`src/hw/sysc_pkg.sv`:
```
// shared constants and carriers for the system configuration register block
package sysc_pkg;

    // ******************************************************************
    // register map
    // ******************************************************************
    localparam logic [15:0] SYSC_CFG_OFS    = 16'hff12;
    localparam logic [15:0] SYSC_STATUS_OFS = 16'hff14;
    localparam logic [15:0] SYSC_CFG_RST    = 16'h0000;

    // ******************************************************************
    // field positions of system_configuration
    // ******************************************************************
    localparam int SYSC_PERIPH_SHARE_BIT = 0;
    localparam int SYSC_VISIBLE_BIT      = 1;
    localparam int SYSC_EXT_PERIPH_EN_BIT = 2;
    localparam int SYSC_BIDIR_RST_BIT    = 3;
    localparam int SYSC_OSC_WD_DIS_BIT   = 4;
    localparam int SYSC_PWD_CFG_BIT      = 5;
    localparam int SYSC_CS_CFG_BIT       = 6;
    localparam int SYSC_WR_CFG_BIT       = 7;
    localparam int SYSC_CLK_OUT_BIT      = 8;
    localparam int SYSC_BYTE_DIS_BIT     = 9;
    localparam int SYSC_ROM_EN_BIT       = 10;
    localparam int SYSC_SEG_DIS_BIT      = 11;
    localparam int SYSC_ROM_SEG1_BIT     = 12;

    // strap pin positions on config_port_pins
    localparam int SYSC_STRAP_BYTE_DIS_PIN = 7;
    localparam int SYSC_STRAP_WR_CFG_PIN   = 5;

    // ******************************************************************
    // timing
    // ******************************************************************
    localparam int SYSC_CLK_NS         = 50;
    localparam int SYSC_PHASE_NS        = SYSC_CLK_NS / 2;
    localparam int SYSC_RST_PULL_PHASES = 1024;
    localparam int SYSC_RST_PULL_CYC    =
        (SYSC_RST_PULL_PHASES * SYSC_PHASE_NS + SYSC_CLK_NS - 1) / SYSC_CLK_NS;
    localparam int SYSC_XTAL_IDLE_NS    = 1000;
    localparam int SYSC_XTAL_IDLE_CYC   = (SYSC_XTAL_IDLE_NS + SYSC_CLK_NS - 1) / SYSC_CLK_NS;
    localparam int SYSC_CS_LATCH_PHASES = 1;
    localparam int SYSC_CS_LATCH_CYC    =
        (SYSC_CS_LATCH_PHASES * SYSC_PHASE_NS + SYSC_CLK_NS - 1) / SYSC_CLK_NS;

    // ******************************************************************
    // carriers and states
    // ******************************************************************
    typedef struct packed {
        logic [15:0] addr;
        logic [15:0] wdata;
        logic        wr;
        logic        rd;
    } sysc_bus_req_s;

    typedef struct packed {
        logic       wr;
        logic [3:0] idx;
        logic       val;
    } sysc_bit_op_s;

    typedef enum logic [1:0] {
        SYSC_PWR_RUN  = 2'b00,
        SYSC_PWR_DOWN = 2'b01
    } sysc_pwr_e;

    typedef enum logic [1:0] {
        SYSC_RST_IDLE = 2'b00,
        SYSC_RST_PULL = 2'b01
    } sysc_rstpin_e;

endpackage

```
`src/hw/sysc_config.sv`:
```
// system configuration register with strap load, lock and controlled functions
//
// Functional notes
// - register can be set or cleared one bit at a time.
// - value after reset depends on port 0 pin levels.
// - some bits load from port 0 and external access pins at reset.
// - after end-of-init, all writes to the register are ignored.
// - extension peripheral enable bit gates access to extension peripherals.
// - bidir reset bit clear: reset pin stays input only.
// - bidir reset bit set: pin driven low 1024 clock phases per reset.
// - watchdog on, PLL bypassed: 1 us crystal silence switches to PLL.
// - watchdog off, PLL bypassed: crystal clocks CPU, PLL powered down.
// - power-down config 0: enter only when NMI pin low.
// - power-down config 0: only external reset wakes the device.
// - power-down config 1: enter only when enabled fast interrupts inactive.
// - power-down config 1: any enabled fast interrupt asserted wakes device.
// - chip-select config 0: chip selects change one phase after ALE rise; the code rounds this up to one full cycle (two phases).
// - chip-select config 1: chip selects change with ALE rise.
// - end-of-init is signalled on the reset output pin.
`timescale 1ns/1ps
`default_nettype none

module sysc_config #(
    parameter int NUM_FAST_INT = 8,
    parameter int NUM_CS       = 5
) (
    // clock and reset
    input  wire logic                      clk_sys,
    input  wire logic                      rst_b,
    // register port
    input  wire sysc_pkg::sysc_bus_req_s   bus_req,
    output logic [15:0]                    bus_rdata,
    // bit-addressed access
    input  wire sysc_pkg::sysc_bit_op_s    bit_op,
    // strap pins
    input  wire logic [15:0]               config_port_pins,
    input  wire logic                      external_access_pin,
    // cpu events
    input  wire logic                      end_of_init_instruction,
    input  wire logic                      power_down_instruction,
    input  wire logic                      sw_reset_req,
    input  wire logic                      wdt_reset_req,
    // reset pins
    input  wire logic                      reset_input_pin_sense,
    output logic                           reset_input_pin_drive,
    output logic                           reset_input_pin_oe,
    output logic                           reset_output_pin_b,
    // extension bus gate
    input  wire logic                      ext_periph_req,
    output logic                           ext_periph_grant,
    output logic                           ext_peripheral_enable,
    // clock control
    input  wire logic                      crystal_input,
    input  wire logic                      pll_bypass,
    output logic                           cpu_clk_from_pll,
    output logic                           pll_power_off,
    // power-down
    input  wire logic                      nmi_pin_b,
    input  wire logic [NUM_FAST_INT-1:0]   fast_ext_int_pin,
    input  wire logic [NUM_FAST_INT-1:0]   fast_int_enable,
    output logic                           power_down,
    // chip selects
    input  wire logic                      ale,
    input  wire logic [NUM_CS-1:0]         cs_decode_b,
    output logic [NUM_CS-1:0]              chip_select_outputs_b,
    // raw configuration view
    output logic [15:0]                    system_configuration
);
    import sysc_pkg::*;

    // ******************************************************************
    // configuration register
    // ******************************************************************
    logic [15:0] cfg_q;
    logic [15:0] cfg_d;
    logic        strap_done_q;
    logic        locked_q;
    logic        cfg_wr;

    assign cfg_wr = bus_req.wr && (bus_req.addr == SYSC_CFG_OFS);

    always_comb begin
        cfg_d = cfg_q;
        if (!strap_done_q) begin
            cfg_d[SYSC_ROM_EN_BIT]   = external_access_pin;
            cfg_d[SYSC_BYTE_DIS_BIT] = config_port_pins[SYSC_STRAP_BYTE_DIS_PIN];
            cfg_d[SYSC_WR_CFG_BIT]   = ~config_port_pins[SYSC_STRAP_WR_CFG_PIN];
        end else if (!locked_q) begin
            if (cfg_wr) begin
                cfg_d = bus_req.wdata;
            end else if (bit_op.wr) begin
                cfg_d[bit_op.idx] = bit_op.val;
            end
        end
    end

    // straps are caught by the first edge after release, never by the reset itself
    always_ff @(posedge clk_sys or negedge rst_b) begin
        if (!rst_b) begin
            cfg_q <= SYSC_CFG_RST;
        end else begin
            cfg_q <= cfg_d;
        end
    end

    always_ff @(posedge clk_sys or negedge rst_b) begin
        if (!rst_b) begin
            strap_done_q <= 1'b0;
        end else begin
            strap_done_q <= 1'b1;
        end
    end

    // a write in the same cycle as end-of-init still lands; the lock follows
    always_ff @(posedge clk_sys or negedge rst_b) begin
        if (!rst_b) begin
            locked_q <= 1'b0;
        end else if (end_of_init_instruction && strap_done_q) begin
            locked_q <= 1'b1;
        end
    end

    // end-of-init releases the reset output
    assign reset_output_pin_b = locked_q;
    assign system_configuration = cfg_q;

    // ******************************************************************
    // register read port
    // ******************************************************************
    logic [15:0] status_word;
    logic        pulling;

    assign status_word = {11'h000, reset_input_pin_sense, pulling, cpu_clk_from_pll, power_down,
                          locked_q};

    // unmapped reads return zero, so a stale word never leaks onto the bus
    always_ff @(posedge clk_sys or negedge rst_b) begin
        if (!rst_b) begin
            bus_rdata <= 16'h0000;
        end else if (bus_req.rd && bus_req.addr == SYSC_CFG_OFS) begin
            bus_rdata <= cfg_q;
        end else if (bus_req.rd && bus_req.addr == SYSC_STATUS_OFS) begin
            bus_rdata <= status_word;
        end else begin
            bus_rdata <= 16'h0000;
        end
    end

    // ******************************************************************
    // extension peripheral gate
    // ******************************************************************
    assign ext_peripheral_enable = cfg_q[SYSC_EXT_PERIPH_EN_BIT];
    assign ext_periph_grant      = ext_periph_req && cfg_q[SYSC_EXT_PERIPH_EN_BIT];

    // ******************************************************************
    // bidirectional reset pin
    // ******************************************************************
    localparam logic [9:0] PULL_LAST = 10'(SYSC_RST_PULL_CYC - 1);

    sysc_rstpin_e rst_state_q;
    logic [9:0]   pull_cnt_q;

    // the pin is only ever pulled low; its level is reported in the status word
    // requests during a pull are ignored, so a pull is never stretched
    always_ff @(posedge clk_sys or negedge rst_b) begin
        if (!rst_b) begin
            rst_state_q <= SYSC_RST_IDLE;
            pull_cnt_q  <= 10'h000;
        end else begin
            case (rst_state_q)
                SYSC_RST_IDLE: begin
                    if ((sw_reset_req || wdt_reset_req) && cfg_q[SYSC_BIDIR_RST_BIT]) begin
                        rst_state_q <= SYSC_RST_PULL;
                        pull_cnt_q  <= 10'h000;
                    end
                end
                SYSC_RST_PULL: begin
                    if (pull_cnt_q == PULL_LAST) begin
                        rst_state_q <= SYSC_RST_IDLE;
                    end else begin
                        pull_cnt_q <= pull_cnt_q + 10'h001;
                    end
                end
                default: begin
                    rst_state_q <= SYSC_RST_IDLE;
                end
            endcase
        end
    end

    assign pulling               = (rst_state_q == SYSC_RST_PULL);
    assign reset_input_pin_oe    = pulling;
    assign reset_input_pin_drive = 1'b0;

    // ******************************************************************
    // oscillator watchdog
    // ******************************************************************
    localparam logic [4:0] XTAL_IDLE_LAST = 5'(SYSC_XTAL_IDLE_CYC);

    logic       xtal_prev_q;
    logic [4:0] idle_cnt_q;
    logic       clk_pll_q;
    logic       osc_wd_active;

    assign osc_wd_active = !cfg_q[SYSC_OSC_WD_DIS_BIT] && pll_bypass;

    always_ff @(posedge clk_sys or negedge rst_b) begin
        if (!rst_b) begin
            xtal_prev_q <= 1'b0;
        end else begin
            xtal_prev_q <= crystal_input;
        end
    end

    // a change restarts the silence count, which saturates instead of wrapping
    always_ff @(posedge clk_sys or negedge rst_b) begin
        if (!rst_b) begin
            idle_cnt_q <= 5'h00;
        end else if (!osc_wd_active || crystal_input != xtal_prev_q) begin
            idle_cnt_q <= 5'h00;
        end else if (idle_cnt_q != XTAL_IDLE_LAST) begin
            idle_cnt_q <= idle_cnt_q + 5'h01;
        end
    end

    // the fallback is sticky: only a reset gives the crystal back
    always_ff @(posedge clk_sys or negedge rst_b) begin
        if (!rst_b) begin
            clk_pll_q <= 1'b0;
        end else if (osc_wd_active && idle_cnt_q == XTAL_IDLE_LAST) begin
            clk_pll_q <= 1'b1;
        end
    end

    assign cpu_clk_from_pll = clk_pll_q;
    assign pll_power_off    = cfg_q[SYSC_OSC_WD_DIS_BIT] && pll_bypass && !clk_pll_q;

    // ******************************************************************
    // power-down control
    // ******************************************************************
    sysc_pwr_e               pwr_q;
    logic                    any_fast_active;
    logic                    pwd_entry_ok;
    logic [NUM_FAST_INT-1:0] fast_hit;

    // per-pin gate: a disabled pin neither blocks entry nor wakes the device
    for (genvar g = 0; g < NUM_FAST_INT; g++) begin : g_fast_int
        assign fast_hit[g] = fast_ext_int_pin[g] && fast_int_enable[g];
    end

    assign any_fast_active = |fast_hit;

    always_comb begin
        if (cfg_q[SYSC_PWD_CFG_BIT]) begin
            pwd_entry_ok = !any_fast_active;
        end else begin
            pwd_entry_ok = !nmi_pin_b;
        end
    end

    always_ff @(posedge clk_sys or negedge rst_b) begin
        if (!rst_b) begin
            pwr_q <= SYSC_PWR_RUN;
        end else begin
            case (pwr_q)
                SYSC_PWR_RUN: begin
                    if (power_down_instruction && pwd_entry_ok) begin
                        pwr_q <= SYSC_PWR_DOWN;
                    end
                end
                SYSC_PWR_DOWN: begin
                    if (cfg_q[SYSC_PWD_CFG_BIT] && any_fast_active) begin
                        pwr_q <= SYSC_PWR_RUN;
                    end
                end
                default: begin
                    pwr_q <= SYSC_PWR_RUN;
                end
            endcase
        end
    end

    assign power_down = (pwr_q == SYSC_PWR_DOWN);

    // ******************************************************************
    // chip-select timing
    // ******************************************************************
    // one phase is half a cycle here, so the latched path rounds up to a cycle
    logic              ale_q;
    logic              ale_rise;
    logic              cs_pend_q;
    logic [NUM_CS-1:0] cs_hold_q;
    logic [NUM_CS-1:0] cs_q;

    assign ale_rise = ale && !ale_q;

    // detector idles low like the pin, so reset brings no false rise
    always_ff @(posedge clk_sys or negedge rst_b) begin
        if (!rst_b) begin
            ale_q <= 1'b0;
        end else begin
            ale_q <= ale;
        end
    end

    always_ff @(posedge clk_sys or negedge rst_b) begin
        if (!rst_b) begin
            cs_pend_q <= 1'b0;
        end else begin
            cs_pend_q <= ale_rise && !cfg_q[SYSC_CS_CFG_BIT] && (SYSC_CS_LATCH_CYC > 0);
        end
    end

    // selects are active low and park high out of reset
    for (genvar g = 0; g < NUM_CS; g++) begin : g_cs_lane
        always_ff @(posedge clk_sys or negedge rst_b) begin
            if (!rst_b) begin
                cs_hold_q[g] <= 1'b1;
            end else if (ale_rise && !cfg_q[SYSC_CS_CFG_BIT]) begin
                cs_hold_q[g] <= cs_decode_b[g];
            end
        end

        always_ff @(posedge clk_sys or negedge rst_b) begin
            if (!rst_b) begin
                cs_q[g] <= 1'b1;
            end else if (ale_rise && cfg_q[SYSC_CS_CFG_BIT]) begin
                cs_q[g] <= cs_decode_b[g];
            end else if (cs_pend_q) begin
                cs_q[g] <= cs_hold_q[g];
            end
        end
    end

    assign chip_select_outputs_b = cs_q;

endmodule

`default_nettype wire

```
`config.mk`:
```
export PLATFORM = sky130hd
export DESIGN_NAME = sysc_config
export DESIGN_NICKNAME = d
export VERILOG_FILES = /design/src/hw/sysc_pkg.sv /design/src/hw/sysc_config.sv
export SDC_FILE = /design/constraint.sdc
export NUM_CORES = 1
export LEC_CHECK = 0
export BUFFER_PORTS_ARGS = -buffer_cell sky130_fd_sc_hd__clkbuf_2
export CORE_ASPECT_RATIO = 1.25
export CORE_UTILIZATION = 48
export CTS_CLUSTER_SIZE = 28
export DETAILED_ROUTE_END_ITERATION = 10
export GPL_TIMING_DRIVEN = 0
export HOLD_SLACK_MARGIN = 0.03
export PLACE_DENSITY = 0.8
export SYNTH_ARGS = -nofsm -noshare
export SYNTH_HDL_FRONTEND = slang
export SYNTH_SLANG_ARGS = --single-unit
```
`constraint.sdc`:
```
create_clock -name clk_sys -period 2.6 [get_ports clk_sys]
set_clock_uncertainty 0.05 [all_clocks]
set_input_delay 0.13 -clock clk_sys [delete_from_list [all_inputs] [get_ports clk_sys]]
set_output_delay 0.13 -clock clk_sys [all_outputs]
set_load 0.03 [all_outputs]
```
==> summary by stage, run 1 <==
STA
Setup repair after global routing left no endpoint under its margin. The final hold violation count is 0. The remaining max-slew budget at the tightest pin is 0.327. The number of setup violations in the final report is 0. The peak clock frequency supported by timing is 428 MHz. The setup TNS after final layout is 0 ns.

The number of pins with negative max-slew slack in the final report came to 0. The worst hold margin is 0.0376 ns. At the pin with the least slew margin, the transition time is 0.997 ns. Subtracting the final worst setup slack from the clock period gives 2.33 ns.

Dividing the final minimum period by the clock period gives 0.898.

Pwr
The combinational power share is 0.140. The total power per unit cell area is 526 nW/µm². Of the total power, the share spent switching nets is 0.254.

The internal portion of total power is 0.00168 W. The net switching power of the design is 0.000573 W. Of the total power, registers draw 0.492. The maximum VDD drop is 254 µV. In this run the static leakage power is 2.11 nW. The share of total power dissipated in the clock network is 0.367.

Detailed routing
The aggregate routed wire length is 7820 µm. Dividing the detail-routed via count by the number of cells gives 5.28. After detailed routing, the average wire length per cell comes to 13.9 µm. The DRC marker count from the first detailed-route iteration is 186. For this run, design rule violations remaining after detail routing come to 0. The detailed router placed 2970 vias in this run. The first detailed-routing pass took 4 iterations. In this run the remaining antenna-violating nets after routing total 0.

Worst setup path
The data required time at the worst endpoint is 2.81 ns. The origin of the worst setup path is pull_cnt_q[0]. The critical path depth is 6. The classification of the worst setup path is reg2reg. The critical path goes through ha_1, nand3_1, o41ai_1, and2_1, inv_1, o22ai_1. The critical-path maximum fanout is 8. STA classifies the critical path startpoint as a register. On the critical path, the stage with the largest delay is an instance of o41ai_1. The longest individual stage delay on the worst path is 0.85 ns. The worst register-to-register path begins at pull_cnt_q[0]. The type of element capturing the critical path is a register. At the worst endpoint, the arrival time is 2.55 ns. The cell count of the worst reg-to-reg path is 6. Among cell families on the critical path, the largest total delay comes from compound AO/OA/AOI/OAI gates. The critical path buffer and inverter count is 1.

Min path
The hold-critical path depth is 4. The path class of the tightest hold or removal check is in2reg. The startpoint identified for the worst hold timing path is fast_int_enable[5].

Placed design
The instance count after placement with tap cells included is 534. The congestion estimate from routability-driven global placement came to 0.899. The HPWL after detailed placement is 5810 µm. In this run the tool buffered the top-level ports with 119 buffer cells.

Clocking
The number of clock buffers inserted by TritonCTS is 9. CTS built an H-tree with a depth of 3. Clock-pin slew was measured on the worst setup and hold paths at 0.07 ns. The clock latency at the later pin of the worst-skew pair is 0.34 ns. The number of instances resized during post-cts repair is 0. TritonCTS built the clock tree.

The number of buffers on the longest clock path is 2. The post-CTS setup repair buffer count is 0. The number of clock sinks is 65.

CTS placed an instance of clkbuf_8 at the clock tree root. The number of buffers inserted for hold repair after clock tree synthesis is 12.

Run
The tool flagged a number of max-cap violations equal to 0.

Floorplan
The total die area is 7150 µm². 135 I/O pins were placed. The y dimension of the die is 94.3 µm. The effective utilization at floorplan is 0.498. The standard cell core area is 6570 µm². The floorplan step set the die width to 75.8 µm.

The initialized floorplan defines 33 standard-cell rows.

Synth
After synthesis, the share of flip-flops with an asynchronous set or reset is 1.00. For this run, the leading register cell type out of synthesis is dfrtp_1. The synthesized area per cell is 9.98 µm². The number of instances in the synthesized netlist is 328.

Of the synthesized area, sequential elements account for 0.501. The count of warnings emitted by yosys is 0. The post-synth net total is 421.

Yosys mapped the design onto 50 distinct sky130hd cell types. The area of the mapped netlist is 3270 µm². The count of flip-flops with a built-in enable after synthesis is 0.

The flip-flop and latch count after synthesis is 65.

GRT
Across every metal layer, demand over resource in global routing totals 0.234. For this run, global-route usage on met3 was measured as 0.0826. The number of global-route vias before repair is 2810. Entering global routing, the biggest net connects 66 pins.

In the global route stage, met2 resource usage came out at 0.392. The wire length of the first global-routing pass is 12300 µm. For this run, global-route usage on met1 was measured as 0.265.

In this run the most used layer during global routing was met2. The global route total overflow is 0. The initial antenna violation count is 0.

Finish
The ratio of cells with drive above 1 in the final layout is 0.335. The library cell used most frequently in the layout, excluding fill and tap cells, is clkbuf_2. 0 antenna diodes ended up in the layout.

Compared with the post-synthesis result, the final layout area differs by 31.1%. The top cell types in the final layout, fill and taps aside, are clkbuf_2, dfrtp_1, nand2_1. The final standard cell count with taps included and fillers excluded is 562. The net count of the finished layout is 563.

Run status
The run finished with clean final reports.
## power by group through the flow
stage | Clock, W | Combinational [W] | Sequential, W
floorplan | 0 | 0.000108 | 0.00119
global placement | 0 | 0.000296 | 0.00113
detailed placement | 0 | 0.000304 | 0.00113
CTS | 0.000849 | 0.000319 | 0.00111
global route | 0.000907 | 0.000349 | 0.00112
finish | 0.000829 | 0.000317 | 0.00111
## worst paths after layout
path	to	slack, ns
max reg2reg	pull_cnt_q[4]	0.27
max	pull_cnt_q[4]	0.27
min	pwr_q[0]	0.04
min reg2reg	bus_rdata[10]	0.45
max in group asynchronous	system_configuration[13]	1.53
min in group asynchronous	pull_cnt_q[4]	0.40
## state kept, by name (all words and copies together), names as in the netlist
name / flops
bus_rdata: 16
system_configuration: 16
pull_cnt_q: 10
chip_select_outputs_b: 5
cs_hold_q: 5
idle_cnt_q: 5
ale_q: 1
cpu_clk_from_pll: 1
cs_pend_q: 1
pwr_q: 1
reset_output_pin_b: 1
rst_state_q: 1
strap_done_q: 1
xtal_prev_q: 1
## synth_stat cells, types with 2 or more instances
cell type	instances	share of area
dfrtp_1	55	0.42
nand3b_1	2	0.0046
o21ai_0	10	0.015
dfstp_2	10	0.080
xor2_1	2	0.0054
nand2b_1	5	0.0096
nor2_1	28	0.032
nor3_1	3	0.0046
conb_1	2	0.0023
and3b_1	2	0.0054
nand4b_1	2	0.0054
xnor2_1	10	0.027
nor4_1	2	0.0038
clkbuf_1	7	0.0080
ha_1	3	0.011
nor2b_1	8	0.015
nand4_1	4	0.0076
nand2_1	36	0.041
o22ai_1	2	0.0038
a21oi_1	26	0.040
and2_1	13	0.025
nand3_1	11	0.017
a2bb2oi_1	13	0.035
o211ai_1	6	0.014
and3_1	3	0.0057
inv_1	8	0.0092
buf_2	3	0.0046
a31oi_1	2	0.0038
a22oi_1	9	0.021
buf_4	2	0.0046
mux2_2	7	0.024
mux2i_1	14	0.043
## worst reg2reg max path, cell delays in order (launching register included)
cell     delay [ns]
dfrtp_1        0.42
ha_1           0.21
nand3_1        0.18
o41ai_1        0.85
and2_1         0.34
inv_1          0.08
o22ai_1        0.14
## cells by family (layout without fill, tap and decap cells)
| logic type | count (synthesis) | in the layout | synth area share |
|---|---|---|---|
| mux | 21 | 21 | 0.0669 |
| xor+xnor | 12 | 12 | 0.0321 |
| other cells | 2 | 2 | 0.00230 |
| fa+ha+maj | 3 | 3 | 0.0115 |
| simple gates | 126 | 126 | 0.194 |
| compound gates | 77 | 77 | 0.162 |
| buf+inv | 22 | 169 | 0.0310 |
| flops | 65 | 65 | 0.501 |
## final cells by class
class | instances | area [µm²]
clock inverters | 3 | 40.0
plain buffers | 14 | 71.3
repair buffers | 131 | 718
clock buffers | 13 | 149
well taps | 87 | 109
inverters | 8 | 30.0
flip-flops and latches | 65 | 1640
fillers | 532 | 2280
multi-input cells | 241 | 1530
## metal layers
layer | part of all wire | vias up
met1 | 0.41 | 1392
met2 | 0.51 | 112
met5 | 0 | -
met3 | 0.061 | 18
li1 | - | 1448
met4 | 0.025 | 0
## through the flow
| step | cell area, µm² | total power, W | worst slack [ns] | util |
|---|---|---|---|---|
| finish | 4290 | 0.00226 | 0.266 | 0.653 |
| global route | 4290 | 0.00237 | 0.0897 | 0.653 |
| CTS | 4290 | 0.00228 | 0.312 | 0.653 |
| detailed placement | 3980 | 0.00143 | 0.0647 | 0.606 |
| global placement | 3980 | 0.00142 | 0.102 | 0.606 |
| floorplan | 3270 | 0.00130 | 0.492 | - |
(Power assumes the default switching activity.)
==> run 2, diff against run 1 <==
CORE_ASPECT_RATIO = 0.75   (was 1.25)
CORE_UTILIZATION = 52   (was 48)
CTS_CLUSTER_DIAMETER = 100   (was default)
PLACE_DENSITY = 0.86   (was 0.8)
clock period = 2.9 ns   (was 2.6 ns; I/O delays follow)
==> run 2 against run 1 <==
Register-to-register slack better by 0.31 ns. Clock power is 2% lower. Hold slack better by 0.016 ns. Clock-buffer cell count is 1 lower. Highest routed layer unchanged. Critical path type unchanged. Critical endpoint unchanged. Final area rose by 0.44%.
==> summary by stage, run 2 (synthesis gave the netlist of run 1 again) <==
Run status
The run finished with clean final reports.

Detailed routing
The DRC marker count from the first detailed-route iteration is 182 (-2.2%). The ratio of routed vias to standard cells is 5.45 (+3.1%). The count of TritonRoute iterations in the first routing pass is 4 (unchanged). The aggregate routed wire length is 8340 µm (+6.7%). The average detailed-routed wire length per instance is 15.1 µm (+8.4%). The remaining antenna violation count after routing is 0 (unchanged). The DRC violation count after routing is 0 (unchanged).

The total number of vias was 3013 (+1.4%).

Floorplan
The y dimension of the die came to 70.7 µm (-25%). The number of primary I/O pins is 135 (unchanged). The total die area is 6620 µm² (-7.5%). The width of the chip is 93.6 µm (+23%). The site row count is 24 (-27%). The effective utilization at floorplan is 0.550 (+0.0519). The standard cell core area is 5950 µm² (-9.4%).

Worst setup path
The worst path arrival time is 2.55 ns (about the same). The longest individual stage delay on the worst path is 0.85 ns (about the same). STA classifies the critical path endpoint as a register. The critical path goes through ha_1, nand3_1, o41ai_1, and2_1, inv_1, o22ai_1.

The data required time at the worst endpoint is 3.12 ns (+0.31 ns). The slack of the worst reg-to-reg path is 0.57 ns (+0.31 ns). The slowest stage of the critical path is the o41ai_1 cell. The critical-path maximum fanout was 8 (unchanged). The cell count of the worst reg-to-reg path is 6 (unchanged). STA classifies the critical path startpoint as a register. The setup path with the least slack is of type reg2reg.

STA
The remaining max-slew budget at the tightest pin is 0.311 (-0.0154). The final hold violation count is 0 (unchanged). The number of setup violations in the final report came to 0 (unchanged).

The final period utilization is 0.803 (-0.0951). The peak clock frequency supported by timing was 430 MHz (+0.27%). Setup repair after global routing left no endpoint under its margin. The actual transition at the worst max-transition pin came to 1.02 ns (+0.0228 ns). The number of pins with negative max-slew slack in the final report is 0 (unchanged). The shortest clock period the worst path allows after layout was 2.33 ns (-0.00632 ns). The setup TNS after final layout was 0 ns (unchanged).

Clocking
The cell chosen for the clock root is clkbuf_8. The number of instances resized during post-cts repair is 0 (unchanged). TritonCTS built the clock tree. The clock latency at the later pin of the worst-skew pair is 0.36 ns (+0.02 ns). The number of clock buffers inserted by TritonCTS is 9 (unchanged). The number of clock sinks was 65 (unchanged). The level count of the clock H-tree came to 3 (unchanged). The clock input transition at the sequential cells of the worst setup and hold paths is 0.07 ns (about the same). The number of buffers on the longest clock path was 2 (unchanged).

GRT
The pin count of the biggest net entering global routing is 66 (unchanged). The aggregate global-route resource usage was 0.274 (+0.0403). The initial antenna violation count is 0 (unchanged).

The number of global-route vias before repair is 2975 (+5.9%). The wire length of the first global-routing pass is 13600 µm (+10%). The global route total overflow is 0 (unchanged).

Pwr
The net switching power of the design is 0.000565 W (-1.4%). The sequential share of power came to 0.476 (-0.016). The maximum VDD drop is 357 µV (+41%). The clock network power share is 0.387 (+0.020). The proportion of total power due to net switching is 0.270 (+0.0157).

The total power per unit cell area is 487 nW/µm² (-7.5%). The total power consumption of the routed design was 0.00210 W (-7.1%). The leakage power is 2.13 nW (+0.73%). The internal portion of total power is 0.00153 W (-9.1%). The combinational power share is 0.138 (-0.002).

Finish
The library cells used most frequently in the layout, excluding fill and tap cells, are clkbuf_2, dfrtp_1, nand2_1. The ratio of cells with drive above 1 in the final layout was 0.341 (+0.00632). The diode insertion count for antenna repair is 0 (unchanged). The library cell used most frequently in the layout, excluding fill and tap cells, is clkbuf_2. The fill cell instance count of the final layout is 463 (-13%).

The area growth from synthesis to layout is 31.6%. The final layout net count is 563 (unchanged).

Min path
The type of the tightest min-delay check is in2reg. The hold-critical path depth is 3 (-1).

Run
The count of maximum capacitance violations came to 0 (unchanged).

Placed design
The final HPWL from detailed placement came to 6090 µm (+4.9%). The count of buffers from port buffering is 119 (unchanged). The final estimated routing congestion in global placement was 0.945 (+5.1%).
-- run 2: cell type report --
class,instances,area (µm²),share of cell area
Clock buffer,12,188,0.0436
Buffer,14,71.3,0.0166
Multi-Input combinational cell,241,1530,0.356
Inverter,8,30.0,0.00697
Tap cell,78,97.6,0.0227
Clock inverter,4,31.3,0.00726
Sequential cell,65,1640,0.381
Timing Repair Buffer,131,718,0.167
-- run 2: timing repair --
item                      CTS  global route
hold endpoints to repair   71             0
hold buffers               12             0
setup buffers               0             0
-- run 2: layer usage --
| layer | vias up | share of wire | track usage |
|---|---|---|---|
| met1 | 1403 | 0.42 | 0.345 |
| met3 | 13 | 0.091 | 0.0968 |
| li1 | 1449 | - | - |
| met5 | - | 0 | 0 |
| met4 | 0 | 0.014 | 0.0838 |
| met2 | 148 | 0.47 | 0.449 |
-- run 2: final timing paths --
| check | start | to |
|---|---|---|
| max | pull_cnt_q[0] | pull_cnt_q[4] |
| min in group asynchronous | rst_b | system_configuration[13] |
| min | bus_req[6] | system_configuration[4] |
| max in group asynchronous | rst_b | bus_rdata[7] |
| max reg2reg | pull_cnt_q[0] | pull_cnt_q[4] |
| min reg2reg | system_configuration[9] | bus_rdata[9] |
-- run 2: worst max-delay path, delay by kind of cell (launching register included) --
family                     cells  cell delay, ns
AOI/OAI and AO/OA              2            0.99
and+or+nand+nor                2            0.51
DFF                            1            0.41
adders and majority gates      1            0.20
buffers and inverters          1            0.09
-- run 2: power by group through the flow --
stage	combinational, W	sequential, W	clock [W]
after CTS	0.000289	0.000998	0.000829
after floorplan	0.0000966	0.00107	0
after global routing	0.000314	0.00100	0.000869
after detailed placement	0.000276	0.00101	0
after global placement	0.000266	0.00101	0
final	0.000289	0.000997	0.000811
-- run 2: through the flow --
stage	worst slack [ns]	hold WS [ns]	utilization	instances	area, µm²
2_1_floorplan	0.777	-0.201	-	328	3270
3_3_place_gp	0.391	0.231	0.667	525	3970
3_5_place_dp	0.264	0.234	0.667	525	3970
4_1_cts	0.607	0.0327	0.724	553	4310
5_1_grt	0.373	0.0348	0.724	553	4310
6_report	0.572	0.0536	0.724	553	4310
==> run 3, diff against run 2 <==
CORE_UTILIZATION = 44   (was 52)
PLACE_DENSITY = 0.77   (was 0.86)
clock period = 2.05 ns   (was 2.9 ns; I/O delays follow)
==> run 3 against run 2 <==
Die area rose by 18%. Clock-buffer cell count fell by 2. First-iteration DRC count fell by 29%. Global-route usage fell by 5.1 points. Non-clock buffer count rose by 8. Total power rose by 33%. Maximum frequency rose by 22%. Combinational power rose by 45%. Cell count rose by 5.1%. Largest power group unchanged. Highest routed layer unchanged.
==> summary by stage, run 3 (synthesis gave the netlist of run 1 again) <==
Finish
The diode insertion count for antenna repair is 0 (unchanged). Leaving out fill and tap cells, the most frequent cells in the layout are clkbuf_2, dfrtp_1, nand2_1. The ratio of cells with drive above 1 in the final layout is 0.342 (+0.000562). From synthesis to final layout, the design area changed by 34.3%. The final layout net count was 571 (+1.4%). The final standard cell count with taps included and fillers excluded was 581 (+5.1%).

The most frequent standard cell in the layout excluding fill and tap cells is clkbuf_2.

Worst setup path
The worst path arrival time is 2.11 ns (-0.44 ns). The data required time at the worst endpoint is 2.26 ns (-0.86 ns). In this run the worst setup path begins at pull_cnt_q[0]. The critical-path maximum fanout was 8 (unchanged). The launching element type of the critical path is a register.

The worst register-to-register path begins at pull_cnt_q[0]. STA classifies the critical path endpoint as a register. The classification of the worst setup path is reg2reg.

STA
The final period utilization is 0.928 (+0.125). The shortest clock period the worst path allows after layout is 1.90 ns (-0.425 ns). The number of pins with negative max-slew slack in the final report is 0 (unchanged). The actual transition at the worst max-transition pin is 0.875 ns (-0.145 ns). The peak clock frequency supported by timing came to 526 MHz (+22%).

The remaining max-slew budget at the tightest pin is 0.417 (+0.105). Setup repair after global routing could not meet its margin everywhere. The worst hold margin is 0.0432 ns (-0.0104 ns). The setup slack of the critical path after layout came to 0.147 ns (-0.425 ns). The final hold violation count is 0 (unchanged). The setup TNS after final layout was 0 ns (unchanged). The number of setup violations in the final report was 0 (unchanged).

GRT
The number of global-route vias before repair is 2887 (-3.0%). The global routing usage on met2 is 0.341 (-0.107). The initial antenna violation count was 0 (unchanged). The met1 track utilization from global routing is 0.303 (-0.0419).

The global routing met3 resource utilization is 0.0574 (-0.0393). The pin count of the biggest net entering global routing is 66 (unchanged). The aggregate global-route resource usage is 0.223 (-0.0510). The global route total overflow is 0 (unchanged). The wire length of the first global-routing pass is 13300 µm (-2.1%). The most used routing layer in global routing is met2.

Clocking
CTS placed an instance of clkbuf_8 at the clock tree root. The TritonCTS clock tree is done. The clock latency at the later pin of the worst-skew pair is 0.34 ns (-0.02 ns). The level count of the clock H-tree came to 3 (unchanged). The number of buffers on the longest clock path is 2 (unchanged). The post-CTS setup repair buffer count is 0 (unchanged). The clock input transition at the sequential cells of the worst setup and hold paths came to 0.08 ns (about the same).

The number of clock sinks is 65 (unchanged). The number of clock buffers inserted by TritonCTS is 9 (unchanged).

Placed design
The instance count after placement with tap cells included is 545 (+3.8%). The post-placement worst setup slack is -0.576 ns (-0.840 ns). The count of buffers from port buffering is 119 (unchanged). The final estimated routing congestion in global placement is 0.920 (-2.7%). The final HPWL from detailed placement was 6100 µm (+0.11%).

Pwr
The maximum VDD drop came to 410 µV (+15%). The leakage power came to 2.17 nW (+2.1%). The total power per unit cell area was 636 nW/µm² (+31%). The combinational power share is 0.151 (+0.013). The proportion of total power due to net switching was 0.285 (+0.0157). The sequential share of power is 0.504 (+0.028).

The internal portion of total power came to 0.00200 W (+30%). The total power consumption of the routed design is 0.00279 W (+33%). The clock network power share came to 0.345 (-0.042). The net switching power of the design is 0.000797 W (+41%).

Detailed routing
The total number of vias was 3045 (+1.1%). The average detailed-routed wire length per instance came to 14.2 µm (-6.2%). The ratio of routed vias to standard cells came to 5.24 (-3.8%). The DRC violation count after routing is 0 (unchanged).

The count of TritonRoute iterations in the first routing pass came to 4 (unchanged). The aggregate routed wire length is 8230 µm (-1.4%). The DRC marker count from the first detailed-route iteration was 129 (-29%).

The remaining antenna violation count after routing came to 0 (unchanged).

Min path
The worst hold path begins at bus_req[13]. The type of the tightest min-delay check is in2reg.

Floorplan
The width of the chip is 102 µm (+8.5%). The y dimension of the die is 76.7 µm (+8.5%). The effective utilization at floorplan was 0.468 (-0.0825). The number of primary I/O pins came to 135 (unchanged).

The standard cell core area is 6990 µm² (+18%). The total die area is 7790 µm² (+18%). The site row count is 26 (+8.3%).

Run
The count of maximum capacitance violations is 0 (unchanged).

Run status
The flow ran to the end, and the final reports show no timing, DRC or antenna violations.
[run 3: path summary, 6_finish.rpt]
path	end	slack, ns	cells after the start
worst min register to register	bus_rdata[10]	0.46	1
worst max register to register	pull_cnt_q[4]	0.15	6
min in group asynchronous	bus_rdata[13]	0.38	2
worst min-delay path	system_configuration[11]	0.04	3
max in group asynchronous	pull_cnt_q[3]	0.99	2
worst max-delay path	pull_cnt_q[4]	0.15	6
[run 3: cell type report]
type	instances	area [µm²]
sequential	65	1640
buffer	14	71.3
fill	626	2600
tap	98	123
clock inverter	6	42.5
multi-input combinational	241	1560
timing repair buffer	139	798
clock buffer	10	128
inverter	8	30.0
[run 3: metal layers]
layer,wire (µm),share of wire
met5,0,0
met4,142,0.017
met3,610,0.074
met2,3670,0.45
met1,3800,0.46
[run 3: critical path, stage by stage, from the launching register on]
cell	delay (ns)
dfrtp_1	0.42
ha_1	0.21
nand3_1	0.21
o41ai_4	0.42
and2_1	0.29
inv_1	0.08
o22ai_1	0.14
[run 3: through the flow]
step / util / area [µm²]
after floorplan: - / 3270
after global placement: 0.570 / 3990
after detailed placement: 0.571 / 3990
after CTS: 0.626 / 4380
after global routing: 0.628 / 4390
final: 0.628 / 4390
[run 3: timing repair]
item | in CTS | in global routing
resized for setup | 3 | 2
setup endpoints to repair | 23 | 11
hold endpoints to repair | 78 | 0
hold buffers | 20 | 0
[run 3: power by group through the flow]
| stage | Combinational [W] | Sequential (W) | Clock, W |
|---|---|---|---|
| after floorplan | 0.000137 | 0.00151 | 0 |
| after global placement | 0.000379 | 0.00143 | 0 |
| after detailed placement | 0.000390 | 0.00143 | 0 |
| after CTS | 0.000422 | 0.00141 | 0.000989 |
| after global routing | 0.000461 | 0.00142 | 0.00103 |
| final | 0.000420 | 0.00141 | 0.000965 |
